[config.mk]
export PLATFORM = sky130hd
export DESIGN_NAME = upa_pin_config
export DESIGN_NICKNAME = d
export VERILOG_FILES = /design/src/core/upa_pkg.sv /design/src/core/upa_pin_config.sv
export SDC_FILE = /design/constraint.sdc
export NUM_CORES = 1
export LEC_CHECK = 0
export ABC_AREA = 0
export BUFFER_PORTS_ARGS = -buffer_cell sky130_fd_sc_hd__buf_4
export CAP_MARGIN = 15
export CORE_MARGIN = 3
export CORE_UTILIZATION = 41
export CTS_CLUSTER_DIAMETER = 80
export DETAILED_ROUTE_END_ITERATION = 8
export MAX_ROUTING_LAYER = met4
export SLEW_MARGIN = 15
export SYNTH_ARGS = -nofsm -noshare
export SYNTH_HDL_FRONTEND = slang
export SYNTH_SLANG_ARGS = --single-unit
[constraint.sdc]
create_clock -name clk_sys -period 7.7 [get_ports clk_sys]
set_input_delay 1.54 -clock clk_sys [delete_from_list [all_inputs] [get_ports clk_sys]]
set_output_delay 1.54 -clock clk_sys [all_outputs]
set_load 0.02 [all_outputs]
[src/core/upa_pkg.sv]
// Package for the pin, loopback, infrared, clock-out and wake configuration bank.
// Assumes a 200 MHz system clock and a 16-bit plain register port.
package upa_pkg;
    // Register indices; the byte address is four times the index
    localparam logic [5:0] IDX_DRIVE    = 6'h13;
    localparam logic [5:0] IDX_PULLUP   = 6'h14;
    localparam logic [5:0] IDX_PULLDOWN = 6'h15;
    localparam logic [5:0] IDX_LOOP     = 6'h16;
    localparam logic [5:0] IDX_IR       = 6'h17;
    localparam logic [5:0] IDX_CLKOUT   = 6'h18;
    localparam logic [5:0] IDX_WAKE_SEL = 6'h1F;
    localparam logic [5:0] IDX_WAKE_STS = 6'h20;

    // Reset values
    localparam logic [15:0] RST_DRIVE    = 16'h0080;
    localparam logic [15:0] RST_PULLUP   = 16'h07FF;
    localparam logic [15:0] RST_PULLDOWN = 16'h0000;
    localparam logic [15:0] RST_LOOP     = 16'h0000;
    localparam logic [15:0] RST_IR       = 16'h0000;
    localparam logic [15:0] RST_CLKOUT   = 16'h0000;
    localparam logic [15:0] RST_WAKE_SEL = 16'h0004;

    // Writable bits of each register; reserved bits stay zero
    localparam logic [15:0] MSK_DRIVE    = 16'h0BFF;
    localparam logic [15:0] MSK_PULL     = 16'h07FF;
    localparam logic [15:0] MSK_LOOP     = 16'h0007;
    localparam logic [15:0] MSK_IR       = 16'h0007;
    localparam logic [15:0] MSK_WAKE_SEL = 16'h000C;
    localparam logic [15:0] MSK_WAKE_STS = 16'h000C;

    // Field positions
    localparam int DRV_TX_BIT     = 11;
    localparam int PULL_RX_BIT    = 10;
    localparam int LOOP_DTR_BIT   = 2;
    localparam int LOOP_RTS_BIT   = 1;
    localparam int LOOP_DATA_BIT  = 0;
    localparam int IR_PULSE_BIT   = 2;
    localparam int IR_INVERT_BIT  = 1;
    localparam int IR_EN_BIT      = 0;
    localparam int CLK_HI_LSB     = 8;
    localparam int CLK_LO_LSB     = 0;
    localparam int WAKE_RX_BIT    = 3;
    localparam int WAKE_RING_BIT  = 2;

    // Infrared timing in sixteenths of a bit
    localparam logic [3:0] IR_PULSE_NARROW = 4'h3;
    localparam logic [3:0] IR_PULSE_WIDE   = 4'h4;
    localparam logic [4:0] IR_BIT_TICKS    = 5'h10;

    // Clock-out interval and its rate, derived for a fractional tick generator
    localparam real CLKOUT_INTERVAL_NS = 41.67;
    localparam int  SYS_CLK_KHZ        = 200000;
    localparam int  CLKOUT_TICK_KHZ    = int'(1.0e6 / CLKOUT_INTERVAL_NS);

    typedef struct packed {
        logic [9:0] out;
        logic [9:0] oe;
        logic [9:0] pull_up;
        logic [9:0] pull_down;
    } upa_gpio_pad_t;

    typedef struct packed {
        logic out;
        logic oe;
    } upa_pin_drive_t;
endpackage

[src/core/upa_pin_config.sv]
// Configuration bank: pin drive type, pulls, loopback, infrared, clock out, wake.
// Assumes pin muxing, GPIO direction and the UART core lie outside, on clk_sys;
// pad inputs arrive asynchronously and are synchronised here.
//
// Function
// - Bit 11 selects TX push-pull or open drain.
// - Bits 9:0 select GPIO output drive type.
// - GPIO7 drive type resets to open drain.
// - Drive type applies to TX and GPIO output pins only.
// - Bit 10 enables RX pull-up, reset on.
// - Bits 9:0 enable GPIO pull-ups, reset on.
// - Pull-down bits for RX and GPIO, reset off.
// - Both selected means pull-up only.
// - Pulls apply to RX and GPIO input pins only.
// - Loop bit 2 feeds DTR into DSR.
// - Loop bit 1 feeds RTS into CTS.
// - Loop bit 0 feeds TX into receiver.
// - Data loopback idles TX pin, ignores RX.
// - Infrared pulse is 3/16 or 4/16 bit.
// - Infrared bit 1 inverts received data.
// - Infrared bit 0 enables infrared coding.
// - Bits 15:8 set clock-out high intervals.
// - Bits 7:0 set clock-out low intervals.
// - Wake bit 3: RX falling edge wakes.
// - Wake bit 2: ring pin falling edge wakes.
//
// Decided for this implementation: the strobed register port.
`timescale 1ns/1ps

module upa_pin_config #(
    parameter int ADDR_W = 8,
    parameter int DATA_W = 16
) (
    input  wire logic                   clk_sys,         // System clock, 200 MHz
    input  wire logic                   rst,             // Synchronous reset, high
    input  wire logic [ADDR_W-1:0]      reg_addr,        // Byte address
    input  wire logic [DATA_W-1:0]      reg_wdata,       // Write data
    input  wire logic                   reg_wr,          // Write strobe
    input  wire logic                   reg_rd,          // Read strobe
    output logic      [DATA_W-1:0]      reg_rdata,       // Read data, cycle after strobe
    input  wire logic [9:0]             gpio_dir,        // GPIO is output when 1
    input  wire logic [9:0]             gpio_level,      // Level wanted on each GPIO
    input  wire logic [9:0]             gpio_pad_in,     // GPIO pad levels
    output upa_pkg::upa_gpio_pad_t      gpio_pad,        // GPIO pad drive and pulls
    output logic      [9:0]             gpio_in,         // Filtered GPIO levels
    input  wire logic                   tx_data,         // Serial data from transmitter
    input  wire logic                   ir_tick16,       // Sixteen per bit, pulse
    input  wire logic                   ir_bit_start,    // Start of each TX bit, pulse
    output upa_pkg::upa_pin_drive_t     tx_pad,          // TX pad drive
    input  wire logic                   rx_pad_in,       // RX pad level
    input  wire logic                   rx_is_input,     // RX pin used as input
    output logic                        rx_pull_up,      // RX pull-up enable
    output logic                        rx_pull_down,    // RX pull-down enable
    output logic                        rx_data,         // Serial data to receiver
    input  wire logic                   dtr_out,         // DTR from modem logic
    input  wire logic                   rts_out,         // RTS from modem logic
    input  wire logic                   dsr_pad_in,      // DSR pad level
    input  wire logic                   cts_pad_in,      // CTS pad level
    output logic                        dsr_in,          // DSR to modem logic
    output logic                        cts_in,          // CTS to modem logic
    input  wire logic                   ring_pad_in,     // Ring/wake pad level
    input  wire logic                   ring_is_input,   // Ring/wake pin used as input
    output logic                        wake_event,      // Remote-wakeup event, pulse
    output logic                        clock_out        // Generated output clock
);
    localparam int SYNC_W = 14;

    logic [15:0] drive_reg;
    logic [15:0] pullup_reg;
    logic [15:0] pulldown_reg;
    logic [15:0] loop_reg;
    logic [15:0] ir_reg;
    logic [15:0] clkdiv_reg;
    logic [15:0] wake_sel_reg;
    logic [15:0] wake_sts_reg;
    logic [15:0] wake_sts_next;

    logic [SYNC_W-1:0] sync1_reg;
    logic [SYNC_W-1:0] sync2_reg;
    logic [SYNC_W-1:0] sync3_reg;
    logic [SYNC_W-1:0] filt_reg;
    logic [SYNC_W-1:0] filt_prev_reg;

    logic [5:0]  reg_idx;
    logic        addr_ok;
    logic        rx_filt;
    logic        ring_filt;
    logic        dsr_filt;
    logic        cts_filt;
    logic        rx_fall;
    logic        ring_fall;
    logic [1:0]  wake_hits;
    logic        loop_data;
    logic        ir_en;

    function automatic logic [15:0] masked(input logic [15:0] d, input logic [15:0] m);
        masked = d & m;
    endfunction

    // Open-drain drive only pulls low; high is left to the pull-up
    function automatic logic [1:0] drive(input logic lvl, input logic od, input logic en);
        drive = {od ? 1'b0 : lvl, en & (od ? ~lvl : 1'b1)};
    endfunction

    assign reg_idx   = reg_addr[7:2];
    assign addr_ok   = (reg_addr[1:0] == 2'h0);
    assign loop_data = loop_reg[upa_pkg::LOOP_DATA_BIT];
    assign ir_en     = ir_reg[upa_pkg::IR_EN_BIT];

    // Register writes; reserved bits are masked so they always read zero
    always_ff @(posedge clk_sys) begin
        if (rst) begin
            drive_reg    <= upa_pkg::RST_DRIVE;
            pullup_reg   <= upa_pkg::RST_PULLUP;
            pulldown_reg <= upa_pkg::RST_PULLDOWN;
            loop_reg     <= upa_pkg::RST_LOOP;
            ir_reg       <= upa_pkg::RST_IR;
            clkdiv_reg   <= upa_pkg::RST_CLKOUT;
            wake_sel_reg <= upa_pkg::RST_WAKE_SEL;
        end else if (reg_wr && addr_ok) begin
            unique case (reg_idx)
                upa_pkg::IDX_DRIVE:    drive_reg    <= masked(reg_wdata, upa_pkg::MSK_DRIVE);
                upa_pkg::IDX_PULLUP:   pullup_reg   <= masked(reg_wdata, upa_pkg::MSK_PULL);
                upa_pkg::IDX_PULLDOWN: pulldown_reg <= masked(reg_wdata, upa_pkg::MSK_PULL);
                upa_pkg::IDX_LOOP:     loop_reg     <= masked(reg_wdata, upa_pkg::MSK_LOOP);
                upa_pkg::IDX_IR:       ir_reg       <= masked(reg_wdata, upa_pkg::MSK_IR);
                upa_pkg::IDX_CLKOUT:   clkdiv_reg   <= reg_wdata;
                upa_pkg::IDX_WAKE_SEL: wake_sel_reg <= masked(reg_wdata, upa_pkg::MSK_WAKE_SEL);
                default: begin
                end
            endcase
        end
    end

    // Read data one cycle after the strobe; unmapped addresses read zero
    always_ff @(posedge clk_sys) begin
        if (rst) begin
            reg_rdata <= 16'h0000;
        end else if (reg_rd && addr_ok) begin
            unique case (reg_idx)
                upa_pkg::IDX_DRIVE:    reg_rdata <= drive_reg;
                upa_pkg::IDX_PULLUP:   reg_rdata <= pullup_reg;
                upa_pkg::IDX_PULLDOWN: reg_rdata <= pulldown_reg;
                upa_pkg::IDX_LOOP:     reg_rdata <= loop_reg;
                upa_pkg::IDX_IR:       reg_rdata <= ir_reg;
                upa_pkg::IDX_CLKOUT:   reg_rdata <= clkdiv_reg;
                upa_pkg::IDX_WAKE_SEL: reg_rdata <= wake_sel_reg;
                upa_pkg::IDX_WAKE_STS: reg_rdata <= wake_sts_reg;
                default:               reg_rdata <= 16'h0000;
            endcase
        end else begin
            reg_rdata <= 16'h0000;
        end
    end

    // Pad inputs: three stages, a change counts once stages two and three agree
    always_ff @(posedge clk_sys) begin
        if (rst) begin
            sync1_reg     <= {SYNC_W{1'b1}};
            sync2_reg     <= {SYNC_W{1'b1}};
            sync3_reg     <= {SYNC_W{1'b1}};
            filt_reg      <= {SYNC_W{1'b1}};
            filt_prev_reg <= {SYNC_W{1'b1}};
        end else begin
            sync1_reg     <= {gpio_pad_in, rx_pad_in, ring_pad_in, dsr_pad_in, cts_pad_in};
            sync2_reg     <= sync1_reg;
            sync3_reg     <= sync2_reg;
            filt_reg      <= (sync2_reg & sync3_reg) | (filt_reg & (sync2_reg ^ sync3_reg));
            filt_prev_reg <= filt_reg;
        end
    end

    assign rx_filt   = filt_reg[3];
    assign ring_filt = filt_reg[2];
    assign dsr_filt  = filt_reg[1];
    assign cts_filt  = filt_reg[0];
    assign rx_fall   = filt_prev_reg[3] & ~filt_reg[3];
    assign ring_fall = filt_prev_reg[2] & ~filt_reg[2];

    always_ff @(posedge clk_sys) begin
        if (rst) begin
            gpio_in <= 10'h3FF;
        end else begin
            gpio_in <= filt_reg[13:4];
        end
    end

    // GPIO pad drive and pulls; pin muxing upstream makes this cover alternate use too
    always_ff @(posedge clk_sys) begin
        if (rst) begin
            gpio_pad <= '0;
        end else begin
            for (int i = 0; i < 10; i++) begin
                {gpio_pad.out[i], gpio_pad.oe[i]} <=
                    drive(gpio_level[i], drive_reg[i], gpio_dir[i]);
                gpio_pad.pull_up[i]   <= pullup_reg[i] & ~gpio_dir[i];
                gpio_pad.pull_down[i] <= pulldown_reg[i] & ~pullup_reg[i]
                                         & ~gpio_dir[i];
            end
        end
    end

    always_ff @(posedge clk_sys) begin
        if (rst) begin
            rx_pull_up   <= 1'b0;
            rx_pull_down <= 1'b0;
        end else begin
            rx_pull_up   <= pullup_reg[upa_pkg::PULL_RX_BIT] & rx_is_input;
            rx_pull_down <= pulldown_reg[upa_pkg::PULL_RX_BIT]
                            & ~pullup_reg[upa_pkg::PULL_RX_BIT] & rx_is_input;
        end
    end

    // Infrared transmit: position within the bit in sixteenths
    logic [3:0] ir_tx_phase_reg;
    logic       ir_tx_pulse;
    logic [3:0] ir_width;

    assign ir_width = ir_reg[upa_pkg::IR_PULSE_BIT] ? upa_pkg::IR_PULSE_WIDE
                                                    : upa_pkg::IR_PULSE_NARROW;

    always_ff @(posedge clk_sys) begin
        if (rst) begin
            ir_tx_phase_reg <= 4'h0;
        end else if (ir_bit_start) begin
            ir_tx_phase_reg <= 4'h0;
        end else if (ir_tick16 && ir_tx_phase_reg != 4'hF) begin
            ir_tx_phase_reg <= ir_tx_phase_reg + 4'h1;
        end
    end

    // A zero bit is sent as one short high pulse, a one bit as no pulse
    assign ir_tx_pulse = ~tx_data & (ir_tx_phase_reg < ir_width);

    // TX pad; in data loopback the pad rests at the idle level
    always_ff @(posedge clk_sys) begin
        if (rst) begin
            tx_pad <= '0;
        end else if (loop_data) begin
            {tx_pad.out, tx_pad.oe} <= drive(~ir_en, drive_reg[upa_pkg::DRV_TX_BIT],
                                             1'b1);
        end else if (ir_en) begin
            {tx_pad.out, tx_pad.oe} <= drive(ir_tx_pulse, drive_reg[upa_pkg::DRV_TX_BIT],
                                             1'b1);
        end else begin
            {tx_pad.out, tx_pad.oe} <= drive(tx_data, drive_reg[upa_pkg::DRV_TX_BIT],
                                             1'b1);
        end
    end

    // Infrared receive: each pulse stretches to a full zero bit
    logic       rx_line;
    logic       rx_line_prev_reg;
    logic [4:0] ir_rx_hold_reg;

    assign rx_line = rx_filt ^ ir_reg[upa_pkg::IR_INVERT_BIT];

    always_ff @(posedge clk_sys) begin
        if (rst) begin
            rx_line_prev_reg <= 1'b0;
            ir_rx_hold_reg   <= 5'h00;
        end else begin
            rx_line_prev_reg <= rx_line;
            if (rx_line && !rx_line_prev_reg) begin
                ir_rx_hold_reg <= upa_pkg::IR_BIT_TICKS;
            end else if (ir_tick16 && ir_rx_hold_reg != 5'h00) begin
                ir_rx_hold_reg <= ir_rx_hold_reg - 5'h01;
            end
        end
    end

    always_ff @(posedge clk_sys) begin
        if (rst) begin
            rx_data <= 1'b1;
        end else if (loop_data) begin
            rx_data <= tx_data;
        end else if (ir_en) begin
            rx_data <= ~(rx_line | (ir_rx_hold_reg != 5'h00));
        end else begin
            rx_data <= rx_line;
        end
    end

    // Modem handshake loopbacks
    always_ff @(posedge clk_sys) begin
        if (rst) begin
            dsr_in <= 1'b0;
            cts_in <= 1'b0;
        end else begin
            dsr_in <= loop_reg[upa_pkg::LOOP_DTR_BIT] ? dtr_out : dsr_filt;
            cts_in <= loop_reg[upa_pkg::LOOP_RTS_BIT] ? rts_out : cts_filt;
        end
    end

    // Clock-out interval tick from a fractional accumulator on the system clock
    logic [17:0] tick_acc_reg;
    logic [18:0] tick_sum;
    logic        tick_en;

    assign tick_sum = {1'b0, tick_acc_reg} + 19'(upa_pkg::CLKOUT_TICK_KHZ);
    assign tick_en  = (tick_sum >= 19'(upa_pkg::SYS_CLK_KHZ));

    always_ff @(posedge clk_sys) begin
        if (rst) begin
            tick_acc_reg <= 18'h00000;
        end else if (tick_en) begin
            tick_acc_reg <= 18'(tick_sum - 19'(upa_pkg::SYS_CLK_KHZ));
        end else begin
            tick_acc_reg <= tick_sum[17:0];
        end
    end

    // A zero count in either phase parks the output low
    logic [7:0] clk_hi;
    logic [7:0] clk_lo;
    logic [7:0] clk_cnt_reg;
    logic [7:0] clk_limit;

    assign clk_hi    = clkdiv_reg[upa_pkg::CLK_HI_LSB +: 8];
    assign clk_lo    = clkdiv_reg[upa_pkg::CLK_LO_LSB +: 8];
    assign clk_limit = clock_out ? clk_hi : clk_lo;

    always_ff @(posedge clk_sys) begin
        if (rst) begin
            clock_out   <= 1'b0;
            clk_cnt_reg <= 8'h00;
        end else if (clk_hi == 8'h00 || clk_lo == 8'h00) begin
            clock_out   <= 1'b0;
            clk_cnt_reg <= 8'h00;
        end else if (tick_en) begin
            if (clk_cnt_reg + 8'h01 >= clk_limit) begin
                clock_out   <= ~clock_out;
                clk_cnt_reg <= 8'h00;
            end else begin
                clk_cnt_reg <= clk_cnt_reg + 8'h01;
            end
        end
    end

    // Remote wakeup on falling edges of enabled input pins
    assign wake_hits = {wake_sel_reg[upa_pkg::WAKE_RX_BIT] & rx_is_input & rx_fall,
                        wake_sel_reg[upa_pkg::WAKE_RING_BIT] & ring_is_input
                        & ring_fall};

    always_ff @(posedge clk_sys) begin
        if (rst) begin
            wake_event <= 1'b0;
        end else begin
            wake_event <= |wake_hits;
        end
    end

    // Sticky wake sources, write one to clear; a new event beats the clear
    always_comb begin
        wake_sts_next = wake_sts_reg;
        if (reg_wr && addr_ok && reg_idx == upa_pkg::IDX_WAKE_STS) begin
            wake_sts_next = wake_sts_reg & ~masked(reg_wdata, upa_pkg::MSK_WAKE_STS);
        end
        wake_sts_next[upa_pkg::WAKE_RX_BIT]   = wake_sts_next[upa_pkg::WAKE_RX_BIT]
                                                | wake_hits[1];
        wake_sts_next[upa_pkg::WAKE_RING_BIT] = wake_sts_next[upa_pkg::WAKE_RING_BIT]
                                                | wake_hits[0];
    end

    always_ff @(posedge clk_sys) begin
        if (rst) begin
            wake_sts_reg <= 16'h0000;
        end else begin
            wake_sts_reg <= wake_sts_next;
        end
    end
endmodule

==> results.sh <==
export IMPL_drtIter0Drc=449
export IMPL_synthCells=940
export IMPL_utilization=0.5193
export IMPL_dr_wl_met2_mm=8.978
export IMPL_largest_reg_flops=40
export IMPL_hpwl_mm=14.25
export IMPL_final_common_cell="dfxtp_1"
export IMPL_async_flop_share=0
export IMPL_power_leakage_nw=4.306
export IMPL_synth_edf_count=0
export IMPL_cts_hold_buf=0
export IMPL_clock_sinks=227
export IMPL_maxCapViolations=0
export IMPL_slew_violations=0
export IMPL_dpl_cell_area_um2=10100
export IMPL_finalClockSkew_ns=0.01213
export IMPL_stdcell_count=1356
export IMPL_start_util=0.4194
export IMPL_fp_dieArea_um2=23370
export IMPL_fin_crit_sh=0.4570
export IMPL_num_fill_cells=1984
export IMPL_critPathSlowestCell="or4_1"
export IMPL_grt_max_degree=114
export IMPL_numCtsBuffers=25
export IMPL_seq_area_frac_synth=0.5138
export IMPL_final_cell_mix="227 x dfxtp_1, 147 x buf_4, 141 x nand2_1"
export IMPL_post_route_min_period_ns=3.519
export IMPL_synth_top_area_frac=0.5138
export IMPL_powerDensity_nw_per_um2=272.7
export IMPL_vdd_drop_max_v=0.0002046
export IMPL_dr_wl_met3_mm=1.522
export IMPL_area_growth_pct=23.82
export IMPL_port_buffers=143
export IMPL_rsz0062_at_grt="no"
export IMPL_clk_pin_slew_ns=0.06
export IMPL_h_tree_depth=1
export IMPL_r2r_cells=10
export IMPL_clock_latency_ns=0.52
export IMPL_r2r_end="tick_acc_reg[11]"
export IMPL_gr_total_overflow=0
export IMPL_wirelength_met1_mm=10.20
export IMPL_cts_tree="done"
export IMPL_grt_pass1_wl_mm=34.40
export IMPL_yosys_warnings=0
export IMPL_drc=0
export IMPL_gp_congestion=0.8588
export IMPL_top_layer="met4"
export IMPL_drive_gt1_frac=0.2377
export IMPL_wl_per_cell_um=15.54
export IMPL_postCtsSetupBuffers=0
export IMPL_yosysUniqueCellTypes=63
export IMPL_worstHoldPathType="reg2reg"
export IMPL_max_slew_margin=0.3138
export IMPL_start_kind="flip-flop"
export IMPL_drt_first_pass_iters=5
export IMPL_ys_ff_latch=227
export IMPL_antenna_cells=0
export IMPL_routed_wl_mm=21.08
export IMPL_viasPerCell=5.151
export IMPL_cp_required_ns=8.14
export IMPL_clk_path_buf_depth=3
export IMPL_ioPinCount=144
export IMPL_arrival_ns=3.96
export IMPL_startpoint="tick_acc_reg[1]"
export IMPL_fin_tns_setup_ns=0
export IMPL_crit_fanout=19
export IMPL_worstSetupPathType="reg2reg"
export IMPL_drtAntennaViolNets=0
export IMPL_root_buffer="clkbuf_16"
export IMPL_endpoint="tick_acc_reg[11]"
export IMPL_status="finished clean"
export IMPL_timing_fmax_mhz=284.2
export IMPL_max_stage_delay_ns=0.54
export IMPL_finalHoldViolCount=0
export IMPL_synth_ff_type="dfxtp_1"
export IMPL_design_area_um2=10950
export IMPL_synth_top_cell_by_area="dfxtp_1"
export IMPL_tightest_slew_ns=1.027
export IMPL_synth_area_leaders="dfxtp_1 51%, nand2_1 6.0%, a21oi_1 4.4%"
export IMPL_layout_nets=1161
export IMPL_syn_area_um2=8845
export IMPL_cts_resized=0
export IMPL_core_area_um2=21090
export IMPL_antenna_found_initial=0
export IMPL_r2r_start="tick_acc_reg[1]"
export IMPL_grt_pass1_vias=6625
export IMPL_grt_total_usage=0.1791
export IMPL_via_count=6985
export IMPL_reg2reg_slack_ns=4.18
export IMPL_die_width_um=152.9
export IMPL_syn_avg_cell_area_um2=9.409
export IMPL_synth_nets=1039
export IMPL_die_h_um=152.9
export IMPL_setup_viol=0
export IMPL_crit_path_cell_trace="inv_1 -> ha_1 -> or4b_4 -> a211oi_1 -> xnor2_1 -> o22ai_1 -> a311oi_4 -> nor2_4 -> or4_1 -> a21oi_1"
export IMPL_endpoint_kind="flip-flop"
export IMPL_rows=53
export IMPL_place_inst=1310
export IMPL_holdWs_ns=0.4032
[cells in the mapped netlist, types with 7 or more instances]
cell type  instances
nor4_1             8
a21oi_1           78
o21ai_0           11
xor2_1            10
nor3_1            18
a211oi_1          15
and3_1             7
mux2i_1           16
nor4b_1           10
nand3_1           21
dfxtp_1          227
clkbuf_1          48
or2_2             55
nand2_1          141
nor2_1            43
ha_1              30
nand3b_1          12
and2_1            10
a22oi_1           21
a211o_1           15
xnor2_1           16
inv_1             20
nor3b_1           23
[per-layer routing]
metal | vias up | global-route usage
li1 | 3529 | -
met1 | 3228 | 0.2468
met2 | 195 | 0.2653
met3 | 33 | 0.04558
met4 | 0 | 0.04412
met5 | - | -
[through the flow]
step	total power, mW	setup WS [ns]
3_5_place_dp	1.787	3.927
4_1_cts	3.014	4.200
6_report	2.987	4.181
3_3_place_gp	1.786	3.985
2_1_floorplan	1.665	4.523
5_1_grt	3.125	3.959
[layout make-up]
type                       instances  area (um2)  area share
tap                              275       344.1     0.03142
multi-input combinational        640        4025      0.3675
sequential                       227        4544      0.4149
timing repair buffer             148        1115      0.1018
clock buffer                      32       691.9     0.06318
clock inverter                    14       156.4     0.01428
inverter                          20       75.07    0.006855
[where the power goes]
| part | internal [mW] | total (mW) | leakage [nW] | switching (mW) |
|---|---|---|---|---|
| clock | 0.737 | 1.22 | 0.427 | 0.486 |
| combinational | 0.203 | 0.469 | 2.02 | 0.266 |
| sequential | 1.23 | 1.30 | 1.86 | 0.0629 |
| total | 2.17 | 2.99 | 4.31 | 0.815 |
[how the worst min path moves through the flow]
stage / from / end / cells past startpoint
final: sync1_reg[3] / sync2_reg[3] / 1
after global routing: sync1_reg[9] / sync2_reg[9] / 1
after CTS: sync1_reg[3] / sync2_reg[3] / 1
after detailed placement: sync1_reg[0] / sync2_reg[0] / 1
after global placement: sync1_reg[11] / sync2_reg[11] / 1
after floorplan: sync1_reg[0] / sync2_reg[0] / 1
[kinds of logic after synthesis]
logic type | count (synthesis) | synth area share
buffers and inverters | 73 | 0.03183
flip-flops | 227 | 0.5138
AO/OA/AOI/OAI | 182 | 0.1357
XOR/XNOR | 26 | 0.02575
adder cells (fa/ha/maj) | 30 | 0.04244
AND/OR/NAND/NOR | 384 | 0.2286
multiplexers | 18 | 0.02193
[critical path, delay by kind of cell (launching register included)]
family	cells	cell delay, ns
AND/OR/NAND/NOR	3	1.24
AO/OA/AOI/OAI	4	1.20
flip-flops	1	0.38
XOR/XNOR	1	0.29
adder cells (fa/ha/maj)	1	0.24
buffers and inverters	1	0.09
Power figures use the tool's default switching activity.
